$ cat src/core/rco_defs.vh
// Purpose: constants for the reference clock output block
// Assumes: 100 MHz system clock, 8-bit register port
// Notes: offsets are register indices on the plain port
`ifndef RCO_DEFS_VH
`define RCO_DEFS_VH

// register offsets
`define RCO_ADDR_CLOCK_GEN 4'h0
`define RCO_ADDR_REF_FIRST 4'h1
`define RCO_ADDR_REF_SECOND 4'h2
`define RCO_ADDR_DIV_FIRST 4'h3
`define RCO_ADDR_DIV_SECOND 4'h4
`define RCO_ADDR_STATUS 4'h5

// clock_gen_config fields
`define RCO_CG_T1_SEL 0
`define RCO_CG_T1_EN 1
`define RCO_CG_E1_SEL 2
`define RCO_CG_E1_EN 3

// reference config fields
`define RCO_REF_SRC_HI 4
`define RCO_REF_SRC_LO 0
`define RCO_REF_RATE_SEL 5
`define RCO_REF_EN 6
`define RCO_DIV_HI 2

// status fields
`define RCO_ST_LOST 4

// reset values
`define RCO_CLOCK_GEN_RST 8'h00
`define RCO_REF_CFG_RST 8'h00
`define RCO_DIV_RST 3'h0

// source codes
`define RCO_SRC_LAST_CHAN 5'h10
`define RCO_SRC_EXTERNAL 5'h11

// rates in kHz, doubled where used as toggle rates
`define RCO_T1_KHZ 12'h608
`define RCO_E1_KHZ 12'h800
`define RCO_TOGGLE_8K 18'h00010
`define RCO_TOGGLE_T1 18'h00C10
`define RCO_TOGGLE_E1 18'h01000
// system clock in kHz: one step per cycle, so no doubling here
`define RCO_FREE_MOD 18'h186A0

// timing
`define RCO_CLK_PERIOD_NS 10
`define RCO_LOSS_WINDOW_NS 10000
`define RCO_LOSS_WINDOW_CYC ((`RCO_LOSS_WINDOW_NS + `RCO_CLK_PERIOD_NS - 1) / `RCO_CLK_PERIOD_NS)
`define RCO_LOSS_MIN_PCT 30

`endif

$ cat src/core/rco_loss_mon.v
// Purpose: master clock loss detector with recovery reset pulse
// Assumes: master clock sampled synchronously
// Notes: duty judged over fixed windows
`timescale 1ns/10ps
module rco_loss_mon #(
   parameter CW = 16,
   parameter WINDOW = 1000,
   parameter MIN_PCT = 30
) (
   // clock and reset
   input wire clk,
   input wire rst_n,
   // monitored clock
   input wire mclk_in,
   // status
   output reg lost_out,
   output reg reset_pulse_out
);
   localparam [CW-1:0] WIN_LAST = WINDOW - 1;
   localparam [CW-1:0] THR = (WINDOW * MIN_PCT + 99) / 100;
   localparam [CW-1:0] THR_HI = WINDOW - ((WINDOW * MIN_PCT + 99) / 100);
   reg [CW-1:0] win_reg;
   reg [CW-1:0] high_reg;
   wire [CW-1:0] high_next = high_reg + {{(CW-1){1'b0}}, mclk_in};
   // duty under the floor, either polarity
   wire bad = (high_next < THR) || (high_next > THR_HI);

   always @(posedge clk) begin
      if (!rst_n) begin
         win_reg <= {CW{1'b0}};
         high_reg <= {CW{1'b0}};
         lost_out <= 1'b0;
         reset_pulse_out <= 1'b0;
      end else begin
         reset_pulse_out <= 1'b0;
         if (win_reg == WIN_LAST) begin
            win_reg <= {CW{1'b0}};
            high_reg <= {CW{1'b0}};
            if (bad) begin
               lost_out <= 1'b1;
            end else if (lost_out) begin
               lost_out <= 1'b0;
               reset_pulse_out <= 1'b1;
            end
         end else begin
            win_reg <= win_reg + {{(CW-1){1'b0}}, 1'b1};
            high_reg <= high_next;
         end
      end
   end
endmodule // rco_loss_mon

$ cat src/core/rco_rate_gen.v
// Purpose: fractional rate generator, toggles output at inc/mod of steps
// Assumes: inc_in not above mod_in
// Notes: output is a flop, frequency locked to the step source
`timescale 1ns/10ps
module rco_rate_gen #(
   parameter W = 18
) (
   // clock and reset
   input wire clk,
   input wire rst_n,
   // rate
   input wire step_in,
   input wire [W-1:0] inc_in,
   input wire [W-1:0] mod_in,
   // clock
   output reg clk_out
);
   reg [W-1:0] acc_reg;
   wire [W:0] sum = {1'b0, acc_reg} + {1'b0, inc_in};

   always @(posedge clk) begin
      if (!rst_n) begin
         acc_reg <= {W{1'b0}};
         clk_out <= 1'b0;
      end else if (acc_reg >= mod_in) begin
         // rate changed under us
         acc_reg <= {W{1'b0}};
      end else if (step_in) begin
         if (sum >= {1'b0, mod_in}) begin
            acc_reg <= sum[W-1:0] - mod_in;
            clk_out <= ~clk_out;
         end else begin
            acc_reg <= sum[W-1:0];
         end
      end
   end
endmodule // rco_rate_gen

$ cat src/core/rco_ref_clock_out.v
// Purpose: rate clock outputs and two selectable reference clock outputs
// Assumes: all clock inputs sampled as synchronous to CLK_IN
// Notes: oe_n outputs low while the pin is driven
// Notes: rate outputs step on master edges only, so they follow the master
// Notes: free-run references step on the system clock instead
// Notes: clock loss recovery resets everything but the loss detector
`include "rco_defs.vh"
`timescale 1ns/10ps
module rco_ref_clock_out #(
   parameter CHANNELS = 17,
   parameter LOSS_WINDOW = `RCO_LOSS_WINDOW_CYC,
   parameter LOSS_MIN_PCT = `RCO_LOSS_MIN_PCT
) (
   // clock and reset
   input wire CLK_IN,
   input wire RST_N_IN,
   // register port
   input wire [3:0] ADDR_IN,
   input wire [7:0] WR_DATA_IN,
   input wire WR_EN_IN,
   input wire RD_EN_IN,
   output wire [7:0] RD_DATA_OUT,
   // master clock and straps
   input wire MASTER_CLOCK_IN,
   input wire [3:0] MASTER_FREQ_STRAPS_IN,
   // clock sources
   input wire [CHANNELS-1:0] RECOVERED_CLOCK_IN,
   input wire EXTERNAL_CLOCK_IN_FIRST_IN,
   input wire EXTERNAL_CLOCK_IN_SECOND_IN,
   // rate clock pins
   output wire T1_RATE_CLOCK_OUT,
   output wire T1_RATE_CLOCK_OE_N_OUT,
   output wire E1_RATE_CLOCK_OUT,
   output wire E1_RATE_CLOCK_OE_N_OUT,
   // reference clock pins
   output wire REFERENCE_OUT_FIRST_OUT,
   output wire REFERENCE_FIRST_OE_N_OUT,
   output wire REFERENCE_OUT_SECOND_OUT,
   output wire REFERENCE_SECOND_OE_N_OUT,
   // status
   output wire CLOCK_LOST_OUT
);
   wire lost;
   wire auto_reset;
   // device reset also from clock loss recovery
   wire rst_n = RST_N_IN & ~auto_reset;

   reg [7:0] clock_gen_config_reg;
   reg [15:0] ref_cfg_reg;
   reg [5:0] ref_div_reg;
   reg [7:0] rd_data_reg;
   reg [3:0] master_freq_straps_reg;
   reg strap_taken_reg;
   reg mclk_d_reg;
   reg mclk_armed_reg;
   reg [7:0] rd_data_next;

   // loss detector is held only by the pin reset
   rco_loss_mon #(
      .CW(16),
      .WINDOW(LOSS_WINDOW),
      .MIN_PCT(LOSS_MIN_PCT)
   ) u_loss (
      .clk(CLK_IN),
      .rst_n(RST_N_IN),
      .mclk_in(MASTER_CLOCK_IN),
      .lost_out(lost),
      .reset_pulse_out(auto_reset)
   );

   // strap capture after reset release
   always @(posedge CLK_IN) begin
      if (!rst_n) begin
         master_freq_straps_reg <= 4'h0;
         strap_taken_reg <= 1'b0;
      end else if (!strap_taken_reg) begin
         master_freq_straps_reg <= MASTER_FREQ_STRAPS_IN;
         strap_taken_reg <= 1'b1;
      end
   end

   // one decode per register, shared by writes and reads
   wire sel_clock_gen = (ADDR_IN == `RCO_ADDR_CLOCK_GEN);
   wire sel_ref_first = (ADDR_IN == `RCO_ADDR_REF_FIRST);
   wire sel_ref_second = (ADDR_IN == `RCO_ADDR_REF_SECOND);
   wire sel_div_first = (ADDR_IN == `RCO_ADDR_DIV_FIRST);
   wire sel_div_second = (ADDR_IN == `RCO_ADDR_DIV_SECOND);
   wire sel_status = (ADDR_IN == `RCO_ADDR_STATUS);
   wire [7:0] status_word = {3'h0, lost, master_freq_straps_reg};

   // register writes, reserved bits kept at zero
   always @(posedge CLK_IN) begin
      if (!rst_n) begin
         clock_gen_config_reg <= `RCO_CLOCK_GEN_RST;
         ref_cfg_reg <= {`RCO_REF_CFG_RST, `RCO_REF_CFG_RST};
         ref_div_reg <= {`RCO_DIV_RST, `RCO_DIV_RST};
      end else if (WR_EN_IN) begin
         if (sel_clock_gen) begin
            clock_gen_config_reg <= {4'h0, WR_DATA_IN[3:0]};
         end else if (sel_ref_first) begin
            ref_cfg_reg[7:0] <= {1'b0, WR_DATA_IN[6:0]};
         end else if (sel_ref_second) begin
            ref_cfg_reg[15:8] <= {1'b0, WR_DATA_IN[6:0]};
         end else if (sel_div_first) begin
            ref_div_reg[2:0] <= WR_DATA_IN[2:0];
         end else if (sel_div_second) begin
            ref_div_reg[5:3] <= WR_DATA_IN[2:0];
         end
      end
   end

   // read mux, idle and unmapped cycles give zero
   always @* begin
      rd_data_next = 8'h00;
      if (!RD_EN_IN) begin
         rd_data_next = 8'h00;
      end else if (sel_clock_gen) begin
         rd_data_next = clock_gen_config_reg;
      end else if (sel_ref_first) begin
         rd_data_next = ref_cfg_reg[7:0];
      end else if (sel_ref_second) begin
         rd_data_next = ref_cfg_reg[15:8];
      end else if (sel_div_first) begin
         rd_data_next = {5'h00, ref_div_reg[2:0]};
      end else if (sel_div_second) begin
         rd_data_next = {5'h00, ref_div_reg[5:3]};
      end else if (sel_status) begin
         rd_data_next = status_word;
      end else begin
         rd_data_next = 8'h00;
      end
   end

   // read data stands one cycle after the strobe, then zero
   always @(posedge CLK_IN) begin
      if (!rst_n) begin
         rd_data_reg <= 8'h00;
      end else begin
         rd_data_reg <= rd_data_next;
      end
   end
   assign RD_DATA_OUT = rd_data_reg;

   // master frequency from straps, in kHz
   wire [11:0] mclk_base = master_freq_straps_reg[3] ? `RCO_E1_KHZ : `RCO_T1_KHZ;
   wire [3:0] mclk_mult = {1'b0, master_freq_straps_reg[2:0]} + 4'h1;
   wire [15:0] mclk_khz = mclk_base * mclk_mult;
   // both master edges step the generators, so modulus is twice the rate
   wire [17:0] mclk_mod = {1'b0, mclk_khz, 1'b0};

   // detector armed one cycle after reset, so a high master
   // level at release is not taken for an edge
   always @(posedge CLK_IN) begin
      if (!rst_n) begin
         mclk_d_reg <= 1'b0;
         mclk_armed_reg <= 1'b0;
      end else begin
         mclk_d_reg <= MASTER_CLOCK_IN;
         mclk_armed_reg <= 1'b1;
      end
   end
   wire mclk_edge = mclk_armed_reg & (MASTER_CLOCK_IN ^ mclk_d_reg);

   // rate clocks stepped only by master edges
   wire [17:0] t1_inc = clock_gen_config_reg[`RCO_CG_T1_SEL] ?
                        `RCO_TOGGLE_T1 : `RCO_TOGGLE_8K;
   wire [17:0] e1_inc = clock_gen_config_reg[`RCO_CG_E1_SEL] ?
                        `RCO_TOGGLE_E1 : `RCO_TOGGLE_8K;

   rco_rate_gen #(
      .W(18)
   ) u_t1 (
      .clk(CLK_IN),
      .rst_n(rst_n),
      .step_in(mclk_edge),
      .inc_in(t1_inc),
      .mod_in(mclk_mod),
      .clk_out(T1_RATE_CLOCK_OUT)
   );

   rco_rate_gen #(
      .W(18)
   ) u_e1 (
      .clk(CLK_IN),
      .rst_n(rst_n),
      .step_in(mclk_edge),
      .inc_in(e1_inc),
      .mod_in(mclk_mod),
      .clk_out(E1_RATE_CLOCK_OUT)
   );

   // pins driven only while their enable bit is set
   wire t1_enable = clock_gen_config_reg[`RCO_CG_T1_EN];
   wire e1_enable = clock_gen_config_reg[`RCO_CG_E1_EN];
   assign T1_RATE_CLOCK_OE_N_OUT = ~t1_enable;
   assign E1_RATE_CLOCK_OE_N_OUT = ~e1_enable;

   // reference outputs
   wire [1:0] ext_clk = {EXTERNAL_CLOCK_IN_SECOND_IN, EXTERNAL_CLOCK_IN_FIRST_IN};
   wire [1:0] ref_out;
   wire [1:0] ref_oe_n;

   genvar g;
   generate
      for (g = 0; g < 2; g = g + 1) begin : g_ref
         wire [7:0] cfg = ref_cfg_reg[g*8 +: 8];
         wire [2:0] div = ref_div_reg[g*3 +: 3];
         wire [4:0] src_sel = cfg[`RCO_REF_SRC_HI:`RCO_REF_SRC_LO];
         wire free_clk;
         // rate bit picks the free-run rate as well
         wire [17:0] free_inc = cfg[`RCO_REF_RATE_SEL] ? `RCO_TOGGLE_E1 : `RCO_TOGGLE_T1;
         reg src;
         reg src_d_reg;
         reg [7:0] cnt_reg;
         reg out_reg;

         // free-running clock at the rate named by the rate bit
         rco_rate_gen #(
            .W(18)
         ) u_free (
            .clk(CLK_IN),
            .rst_n(rst_n),
            .step_in(1'b1),
            .inc_in(free_inc),
            .mod_in(`RCO_FREE_MOD),
            .clk_out(free_clk)
         );

         always @* begin
            src = 1'b0;
            if (src_sel <= `RCO_SRC_LAST_CHAN) begin
               src = RECOVERED_CLOCK_IN[src_sel];
            end else if (src_sel == `RCO_SRC_EXTERNAL) begin
               src = ext_clk[g];
            end else begin
               src = free_clk;
            end
         end

         // divide by two to the div, any source
         always @(posedge CLK_IN) begin
            if (!rst_n) begin
               src_d_reg <= 1'b0;
               cnt_reg <= 8'h00;
               out_reg <= 1'b0;
            end else begin
               src_d_reg <= src;
               // count rising source edges only
               if (src & ~src_d_reg) begin
                  cnt_reg <= cnt_reg + 8'h01;
               end
               if (div == 3'h0) begin
                  out_reg <= src;
               end else begin
                  out_reg <= cnt_reg[div - 3'h1];
               end
            end
         end

         assign ref_out[g] = out_reg;
         assign ref_oe_n[g] = ~cfg[`RCO_REF_EN];
      end
   endgenerate

   assign REFERENCE_OUT_FIRST_OUT = ref_out[0];
   assign REFERENCE_FIRST_OE_N_OUT = ref_oe_n[0];
   assign REFERENCE_OUT_SECOND_OUT = ref_out[1];
   assign REFERENCE_SECOND_OE_N_OUT = ref_oe_n[1];
   assign CLOCK_LOST_OUT = lost;
endmodule // rco_ref_clock_out

$ cat config.mk
export PLATFORM = sky130hd
export DESIGN_NAME = rco_ref_clock_out
export DESIGN_NICKNAME = d
export VERILOG_FILES = /design/src/core/rco_loss_mon.v /design/src/core/rco_rate_gen.v /design/src/core/rco_ref_clock_out.v
export VERILOG_INCLUDE_DIRS = /design/src /design/src/core
export SDC_FILE = /design/constraint.sdc
export NUM_CORES = 1
export LEC_CHECK = 0
export ABC_AREA = 1
export ABC_CLOCK_PERIOD_IN_PS = 7000
export BUFFER_PORTS_ARGS = -buffer_cell sky130_fd_sc_hd__buf_4
export CAP_MARGIN = 20
export CORE_UTILIZATION = 35
export CTS_BUF_LIST = sky130_fd_sc_hd__clkbuf_16
export DETAILED_ROUTE_END_ITERATION = 6
export SLEW_MARGIN = 0
export SYNTH_ARGS = -nofsm -noshare
export SYNTH_HDL_FRONTEND = slang
export SYNTH_HIERARCHICAL = 1
export SYNTH_SLANG_ARGS = --single-unit
$ cat constraint.sdc
create_clock -name CLK_IN -period 7 [get_ports CLK_IN]
set_input_delay 0.7 -clock CLK_IN [delete_from_list [all_inputs] [get_ports CLK_IN]]
set_output_delay 0.7 -clock CLK_IN [all_outputs]
set_load 0.03 [all_outputs]
# Word-level counts from Yosys, hierarchy flattened

Index checks and enable logic that the tools add are counted.

Flip-flop bits (word level): 168
Input port bits: 40
Output and inout port bits: 17
Logic and storage cells: 151

Add/subtract/negate cells: 15
Multipliers: 1
Order comparisons: 16
Equality and inequality tests: 8
Multiplexer cells: 32
Bitwise operators: 28
Reduce and logical (&&, ||, !) cells: 22

Operators with widths:

| kind                                                                                  | count |
|---|---|
| 18-bit two-way mux                                                                    | 4 |
| 18-bit by 13-bit adder with 19-bit output                                             | 3 |
| 13-bit two-way mux                                                                    | 3 |
| 19-bit by 17-bit greater-or-equal comparator with 1-bit output                        | 2 |
| 19-bit by 17-bit greater-or-equal comparator with 1-bit output, second input constant | 2 |
| 18-bit by 17-bit greater-or-equal comparator with 1-bit output                        | 2 |
| 18-bit by 17-bit greater-or-equal comparator with 1-bit output, second input constant | 2 |
| 18-bit by 17-bit subtractor with 18-bit output                                        | 2 |
| 18-bit by 17-bit subtractor with 18-bit output, second input constant                 | 2 |
| 12-bit two-way mux                                                                    | 2 |
| 1-bit inverter                                                                        | 23 |
| 18-bit by 12-bit adder with 19-bit output                                             | 1 |
| 16-bit by 1-bit adder with 16-bit output                                              | 1 |
| 16-bit by 1-bit adder with 16-bit output, second input constant                       | 1 |
| 8-bit by 1-bit adder with 8-bit output, second input constant                         | 2 |
| 16-bit by 10-bit == test with 1-bit output, second input constant                     | 1 |
| 16-bit by 10-bit greater-than comparator with 1-bit output, second input constant     | 1 |
| 16-bit by 9-bit less-than comparator with 1-bit output, second input constant         | 1 |
| 12-bit by 4-bit multiplier with 16-bit output                                         | 1 |
| 5-bit two-way mux                                                                     | 3 |
| 7-bit two-way mux                                                                     | 2 |
| 1-bit two-way mux                                                                     | 13 |
| 5-bit by 6-bit less-than comparator with 1-bit output, second input constant          | 2 |
| 2-bit OR reduction                                                                    | 6 |
| other kinds (23)                                                                      | 40 |

# Depth between registers and ports, before layout

Word-level depth: 7
Depth in mapped cells: 30
Depth with buffers taken out: 29

# By module

The synthesis kept the hierarchy.

Modules (own cells, without submodules):

| module                              | times used | cells an instance | area an instance (um^2) | seq. area each (um^2) |
|---|---|---|---|---|
| rco_rate_gen at g_ref[0].u_free ... | 3          | 688               | 3827.4                  | 380.4 |
| rco_rate_gen at g_ref[1].u_free     | 1          | 665               | 3762.4                  | 380.4 |
| rco_ref_clock_out                   | 1          | 494               | 3443.3                  | 1141.1 |
| rco_loss_mon                        | 1          | 251               | 1770.4                  | 680.7 |

# Worst setup path before layout

OpenSTA, ideal clock, no wires.

Path kind: register -> register
Start: register master_freq_straps_reg[0]
End: register u_e1.acc_reg[15]
Library setup time: 128 ps
Data arrival time: 3774 ps
Required time: 6872 ps
Setup slack: 3098 ps
Stages on the path, launching flop included: 24
Path buffers: 1
Period minus slack after synthesis: 3902 ps
Cells stage by stage: dfxtp_1 -> ha_1 -> xnor2_1 -> nor2_1 -> nand2_1 -> nand2_1 -> inv_1 -> ha_1 -> ha_1 -> fa_1 -> xor2_1 -> inv_1 -> ha_1 -> a21oi_1 -> nand2_1 -> a21oi_1 -> nand2_2 -> nand2_4 -> nand3_4 -> buf_6 -> nand3_1 -> nand2_1 -> nor2_1 -> nor2_1

Longest elaborated chain between the ends: 4
Elaborated cells on any way between the ends: 7
Classes of those cells: add/sub (2); mul (1); order compare (2); mux (1); reduce/logical (1)

RTL lines:

| what                                                                         | RTL line                | text |
|---|---|---|
| from (decl)                                                                  | rco_ref_clock_out.v:52  | `reg [3:0] master_freq_straps_reg;` |
| from (signal assigned)                                                       | rco_ref_clock_out.v:74  | `master_freq_straps_reg <= 4'h0;` |
| from (signal assigned)                                                       | rco_ref_clock_out.v:77  | `master_freq_straps_reg <= MASTER_FREQ_STRAPS_IN;` |
| 3-bit by 1-bit adder with 4-bit output *                                     | rco_ref_clock_out.v:146 | `wire [3:0] mclk_mult = {1'b0, master_freq_straps_reg[2:0]} + 4'h1;` |
| 12-bit by 4-bit multiplier with 16-bit output *                              | rco_ref_clock_out.v:147 | `wire [15:0] mclk_khz = mclk_base * mclk_mult;` |
| net mclk_khz[5]                                                              | rco_ref_clock_out.v:147 |  |
| 18-bit by 17-bit subtractor with 18-bit output, or another cell as far along | rco_rate_gen.v:30       | `acc_reg <= sum[W-1:0] - mod_in;` |
| 18-bit two-way mux or 2-bit OR reduction (tied branches)                     | n/a                     |  |
| to (signal assigned)                                                         | rco_rate_gen.v:27       | `acc_reg <= {W{1'b0}};` |
| to (signal assigned)                                                         | rco_rate_gen.v:30       |  |
| to (signal assigned)                                                         | rco_rate_gen.v:33       | `acc_reg <= sum[W-1:0];` |
| to (decl)                                                                    | rco_rate_gen.v:18       | `reg [W-1:0] acc_reg;` |

The timed path passes the listed nets; every way through them passes the cells marked *.
A chain may end at the register's enable or synchronous reset.

# Worst setup path after layout

Start: register master_freq_straps_reg[0]
End: register u_t1.acc_reg[16]

Longest elaborated chain between the ends: 4
Elaborated cells on any way between the ends: 7
Classes of those cells: add/sub (2); mul (1); order compare (2); mux (1); reduce/logical (1)

RTL lines:

| what                                                                         | RTL line |
|---|---|
| 3-bit by 1-bit adder with 4-bit output *                                     | rco_ref_clock_out.v:146 |
| 12-bit by 4-bit multiplier with 16-bit output *                              | rco_ref_clock_out.v:147 |
| net mclk_khz[5]                                                              | rco_ref_clock_out.v:147 |
| 18-bit by 17-bit subtractor with 18-bit output, or another cell as far along | rco_rate_gen.v:30 |
| 18-bit two-way mux or 2-bit OR reduction (tied branches)                     | n/a |
| to (signal assigned)                                                         | rco_rate_gen.v:27 |
| to (signal assigned)                                                         | rco_rate_gen.v:30 |
| to (signal assigned)                                                         | rco_rate_gen.v:33 |
| to (decl)                                                                    | rco_rate_gen.v:18 |

Marked as above.

==> impl_results.md <==
- Async S/R FF share, synth: 0
- Post-Layout Cell Count: roughly 4.4k
- Number of cells on the worst reg-to-reg path: 22
- Detail-routed net length per standard cell: around 13 µm
- Mean cell area of the mapped netlist: ~5.9 µm²
- Max Cap Violations: 0
- Final Hold Fails: 0
- Clock tree from TritonCTS: built
- Area of the mapped netlist: about 20000 µm²
- Worst Setup EP: u_t1/acc_reg[16]
- Total Negative Setup Slacks: 0 ns
- Destination of the worst register-to-register timing path: u_t1/acc_reg[16]
- Area after detailed placement: ~22000 µm²
- Number of rows created at floorplan: a little under 90
- Sum of routed wire length over all layers: 57630 µm
- Peak clock frequency supported by timing: 0.2125 GHz
- Die height: around 240 µm
- Req. time, crit path: between 7 and 8 ns
- Clock Tree Buf Depth: 2
- Number of warnings reported in the yosys synthesis log: 6
- Leakage component of the power: 12.46 nW
- Number of diodes: 0
- Residual antenna-violating net count after detailed routing: 0
- Total of hold buffers inserted after clock tree synthesis: 0
- Total of endpoints with negative setup slack in the final report: 0
- Number of nets in the finished design: between 3k and 4k
- Number of DRC violations after detailed-routing iteration 0: about 1.2k
- Post-route setup slack: 2.295 ns
- RSZ-0062 raised after global routing: no
- Core box area: 57700 µm²
- Worst Hold Margin: 0.4537 ns
- Fraction of final layout cells sized beyond drive strength 1: 0.06374
- Final Power: roughly 9.6 mW
- Flop2flop setup slack: approximately 2.3 ns
- Synth cell types: around 50
- Area of all placed cells without fillers: about 23000 µm²
- Number of vias after detailed routing: approximately 20k
- Post-layout util: 0.3918
- Initial antenna violation count: 8
- Clock Skews: approximately 0.012 ns
- CTS clk-pin slew, worst paths: approximately 0.07 ns
- Cell Count Post-Placement: approximately 4.4k
- Floorplan die width: 243.8 µm
- Gate count of the mapped netlist: 3474
- Pre-CTS setup slack: ~2.3 ns
- Critical path launch point: master_freq_straps_reg[0]
- Critical R2R Launch: master_freq_straps_reg[0]
- Flop and latch count out of synthesis: approximately 170
- Transition time at the pin with the least slew margin: 0.9616 ns
- Maximum vdd drop: between 0.00015 and 0.0002 V
- Outcome: finished, final reports clean
- CTS Buf Count: 17
- Leading cell type in the layout, fill and taps excluded: nand2_1
- Synth Flop Type: dfxtp_1
- Nature of the critical path endpoint: flip-flop
- Hold crit path type: flip-flop to flip-flop
- Final estimated routing congestion in global placement: 0.9135
- Aggregate global routing overflow: 0
- Layout-stage area growth over the synthesis result: 10.50%
- Kind of launch point of the worst setup path: flip-flop
- Sequential area share after synthesis: 0.1634
- Number of levels in the clock H-tree: 4
- Total I/O pin count: 57
- Most frequent cells in the layout: nand2_1, inv_1, nand3_1
- Areal power density over the cells: roughly 420 nW/µm²
- Relative max-transition margin: 0.3574
- Number of enable flip-flop cells after synthesis: 0
- Count of port buffers added during placement: between 50 and 60
- Highest net fanout along the worst path: 21
- Via count of the first global-routing pass: about 19k
- Time the worst path needs with I/O delays and setup: around 4.7 ns
- Overall die area: approximately 59000 µm²
- Number of max-slew violations in the final report: 0
- Data arrival time of the critical path: a little over 5 ns
- Count of buffers added by post-CTS timing repair for setup: 0
- Initial core utilization: 0.3546
- # fillers: between 6k and 7k
- First-pass GRT wire length: about 95000 µm
- Crit Path Class: flip-flop to flip-flop
- Detail Placement HPWL: roughly 48000 µm
- Clock latency at the later pin of the worst-skew pair: 0.48 ns
- Post-CTS Resized: 0
- Fraction of the cycle the final worst path needs: 0.6721
- First-pass iteration count of the detailed router: 5
- Largest net degree at the start of global routing: 47
- Largest register FFs: 36
- Combined global-route utilization of all metal layers: 0.1964
- Number of sinks handled by clock tree synthesis: about 170
- Remaining DRCs: 0
- Root Buffer: clkbuf_16
- Via density per instance: between 4 and 5
[synth_stat cells (2+ instances only)]
cell type / n / share of area
nand2_4: 9 / 0.0050
and2_4: 3 / 0.0013
xor2_1: 56 / 0.024
nand3_1: 289 / 0.071
o211ai_2: 2 / 0.0012
clkinv_1: 7 / 0.0013
or2_1: 3 / 0.00092
buf_4: 2 / 0.00073
nand4_1: 82 / 0.025
nand3_4: 10 / 0.0086
fa_1: 9 / 0.0088
conb_1: 2 / 0.00037
buf_2: 18 / 0.0044
o22ai_1: 5 / 0.0015
nand2_1: 1120 / 0.21
nor2_8: 3 / 0.0029
and2_1: 5 / 0.0015
a21o_1: 2 / 0.00073
clkbuf_1: 11 / 0.0020
xnor2_1: 25 / 0.011
and3_1: 11 / 0.0034
dfxtp_1: 167 / 0.16
o21ai_0: 66 / 0.016
nand3_2: 15 / 0.0073
ha_1: 234 / 0.14
nand2_2: 33 / 0.010
o21bai_1: 15 / 0.0055
inv_2: 24 / 0.0044
o211ai_1: 5 / 0.0018
nor2_4: 4 / 0.0022
buf_6: 14 / 0.0077
inv_1: 614 / 0.11
nand3b_1: 30 / 0.011
nor2_2: 15 / 0.0046
nor2_1: 260 / 0.048
o21a_1: 5 / 0.0018
nor3_2: 4 / 0.0020
a41oi_1: 2 / 0.00086
a21oi_1: 227 / 0.056
a21oi_2: 18 / 0.0077
nor3_1: 40 / 0.0098
[how the worst min path moves through the flow]
stage / start / endpoint / slack, ns / depth (start not counted)
after floorplan: u_loss/win_reg[0] / u_loss/win_reg[0] / 0.42 / 1
after global placement: u_loss/win_reg[0] / u_loss/win_reg[0] / 0.43 / 1
final: u_loss/win_reg[0] / u_loss/win_reg[0] / 0.45 / 1
after CTS: u_loss/win_reg[0] / u_loss/win_reg[0] / 0.46 / 1
after global routing: MASTER_CLOCK_IN / mclk_d_reg / 0.49 / 3
after detailed placement: u_loss/win_reg[0] / u_loss/win_reg[0] / 0.44 / 1
[cell families after synthesis]
| logic type | after synthesis | share of synthesized area |
|---|---|---|
| flops | 167 | 0.1634 |
| fa+ha+maj | 243 | 0.1519 |
| buf+inv | 690 | 0.1332 |
| simple gates | 1939 | 0.4210 |
| other cells | 2 | 0.0003671 |
| xor+xnor | 82 | 0.03547 |
| compound gates | 351 | 0.09467 |
[per-layer routing]
layer | global-route usage | wire length, µm | vias up | part of all wire
met5 | 0 | 103 | - | 0.0018
met4 | 0.06544 | 1578 | 16 | 0.027
met3 | 0.03084 | 2101 | 88 | 0.036
met2 | 0.3142 | 24870 | 292 | 0.43
met1 | 0.2666 | 28970 | 8983 | 0.50
li1 | - | - | 11190 | -
[area by class of cell]
| type | count | area [µm²] | area share |
|---|---|---|---|
| Multi-Input combinational cell | 2740 | 14870 | 0.6578 |
| Timing Repair Buffer | 56 | 420.4 | 0.01860 |
| Clock inverter | 15 | 168.9 | 0.007472 |
| Clock buffer | 17 | 425.4 | 0.01882 |
| Inverter | 645 | 2421 | 0.1071 |
| Tap cell | 765 | 957.2 | 0.04234 |
| Sequential cell | 167 | 3343 | 0.1479 |
[critical path, cell delays in order (launching register included)]
cell	delay, ns
dfxtp_1	0.35
ha_1	0.21
xnor2_1	0.17
nor2_1	0.29
nand2_1	0.12
nand2_1	0.08
inv_1	0.04
ha_1	0.27
ha_1	0.33
fa_1	0.47
xor2_1	0.23
inv_1	0.11
ha_1	0.38
a21oi_1	0.26
nand2_1	0.09
a21oi_1	0.20
nand2_2	0.11
nand2_4	0.21
nand3_4	0.28
nand3_1	0.16
nand2_1	0.06
nor2_1	0.10
nor2_1	0.04
[report_power, final]
group | total [mW] | switching, mW | leakage, nW | internal [mW]
sequential | 1.34 | 0.198 | 1.36 | 1.15
clock | 1.01 | 0.473 | 0.295 | 0.534
combinational | 7.23 | 4.68 | 10.8 | 2.55
No activity file was read; power rests on OpenSTA's default activity.
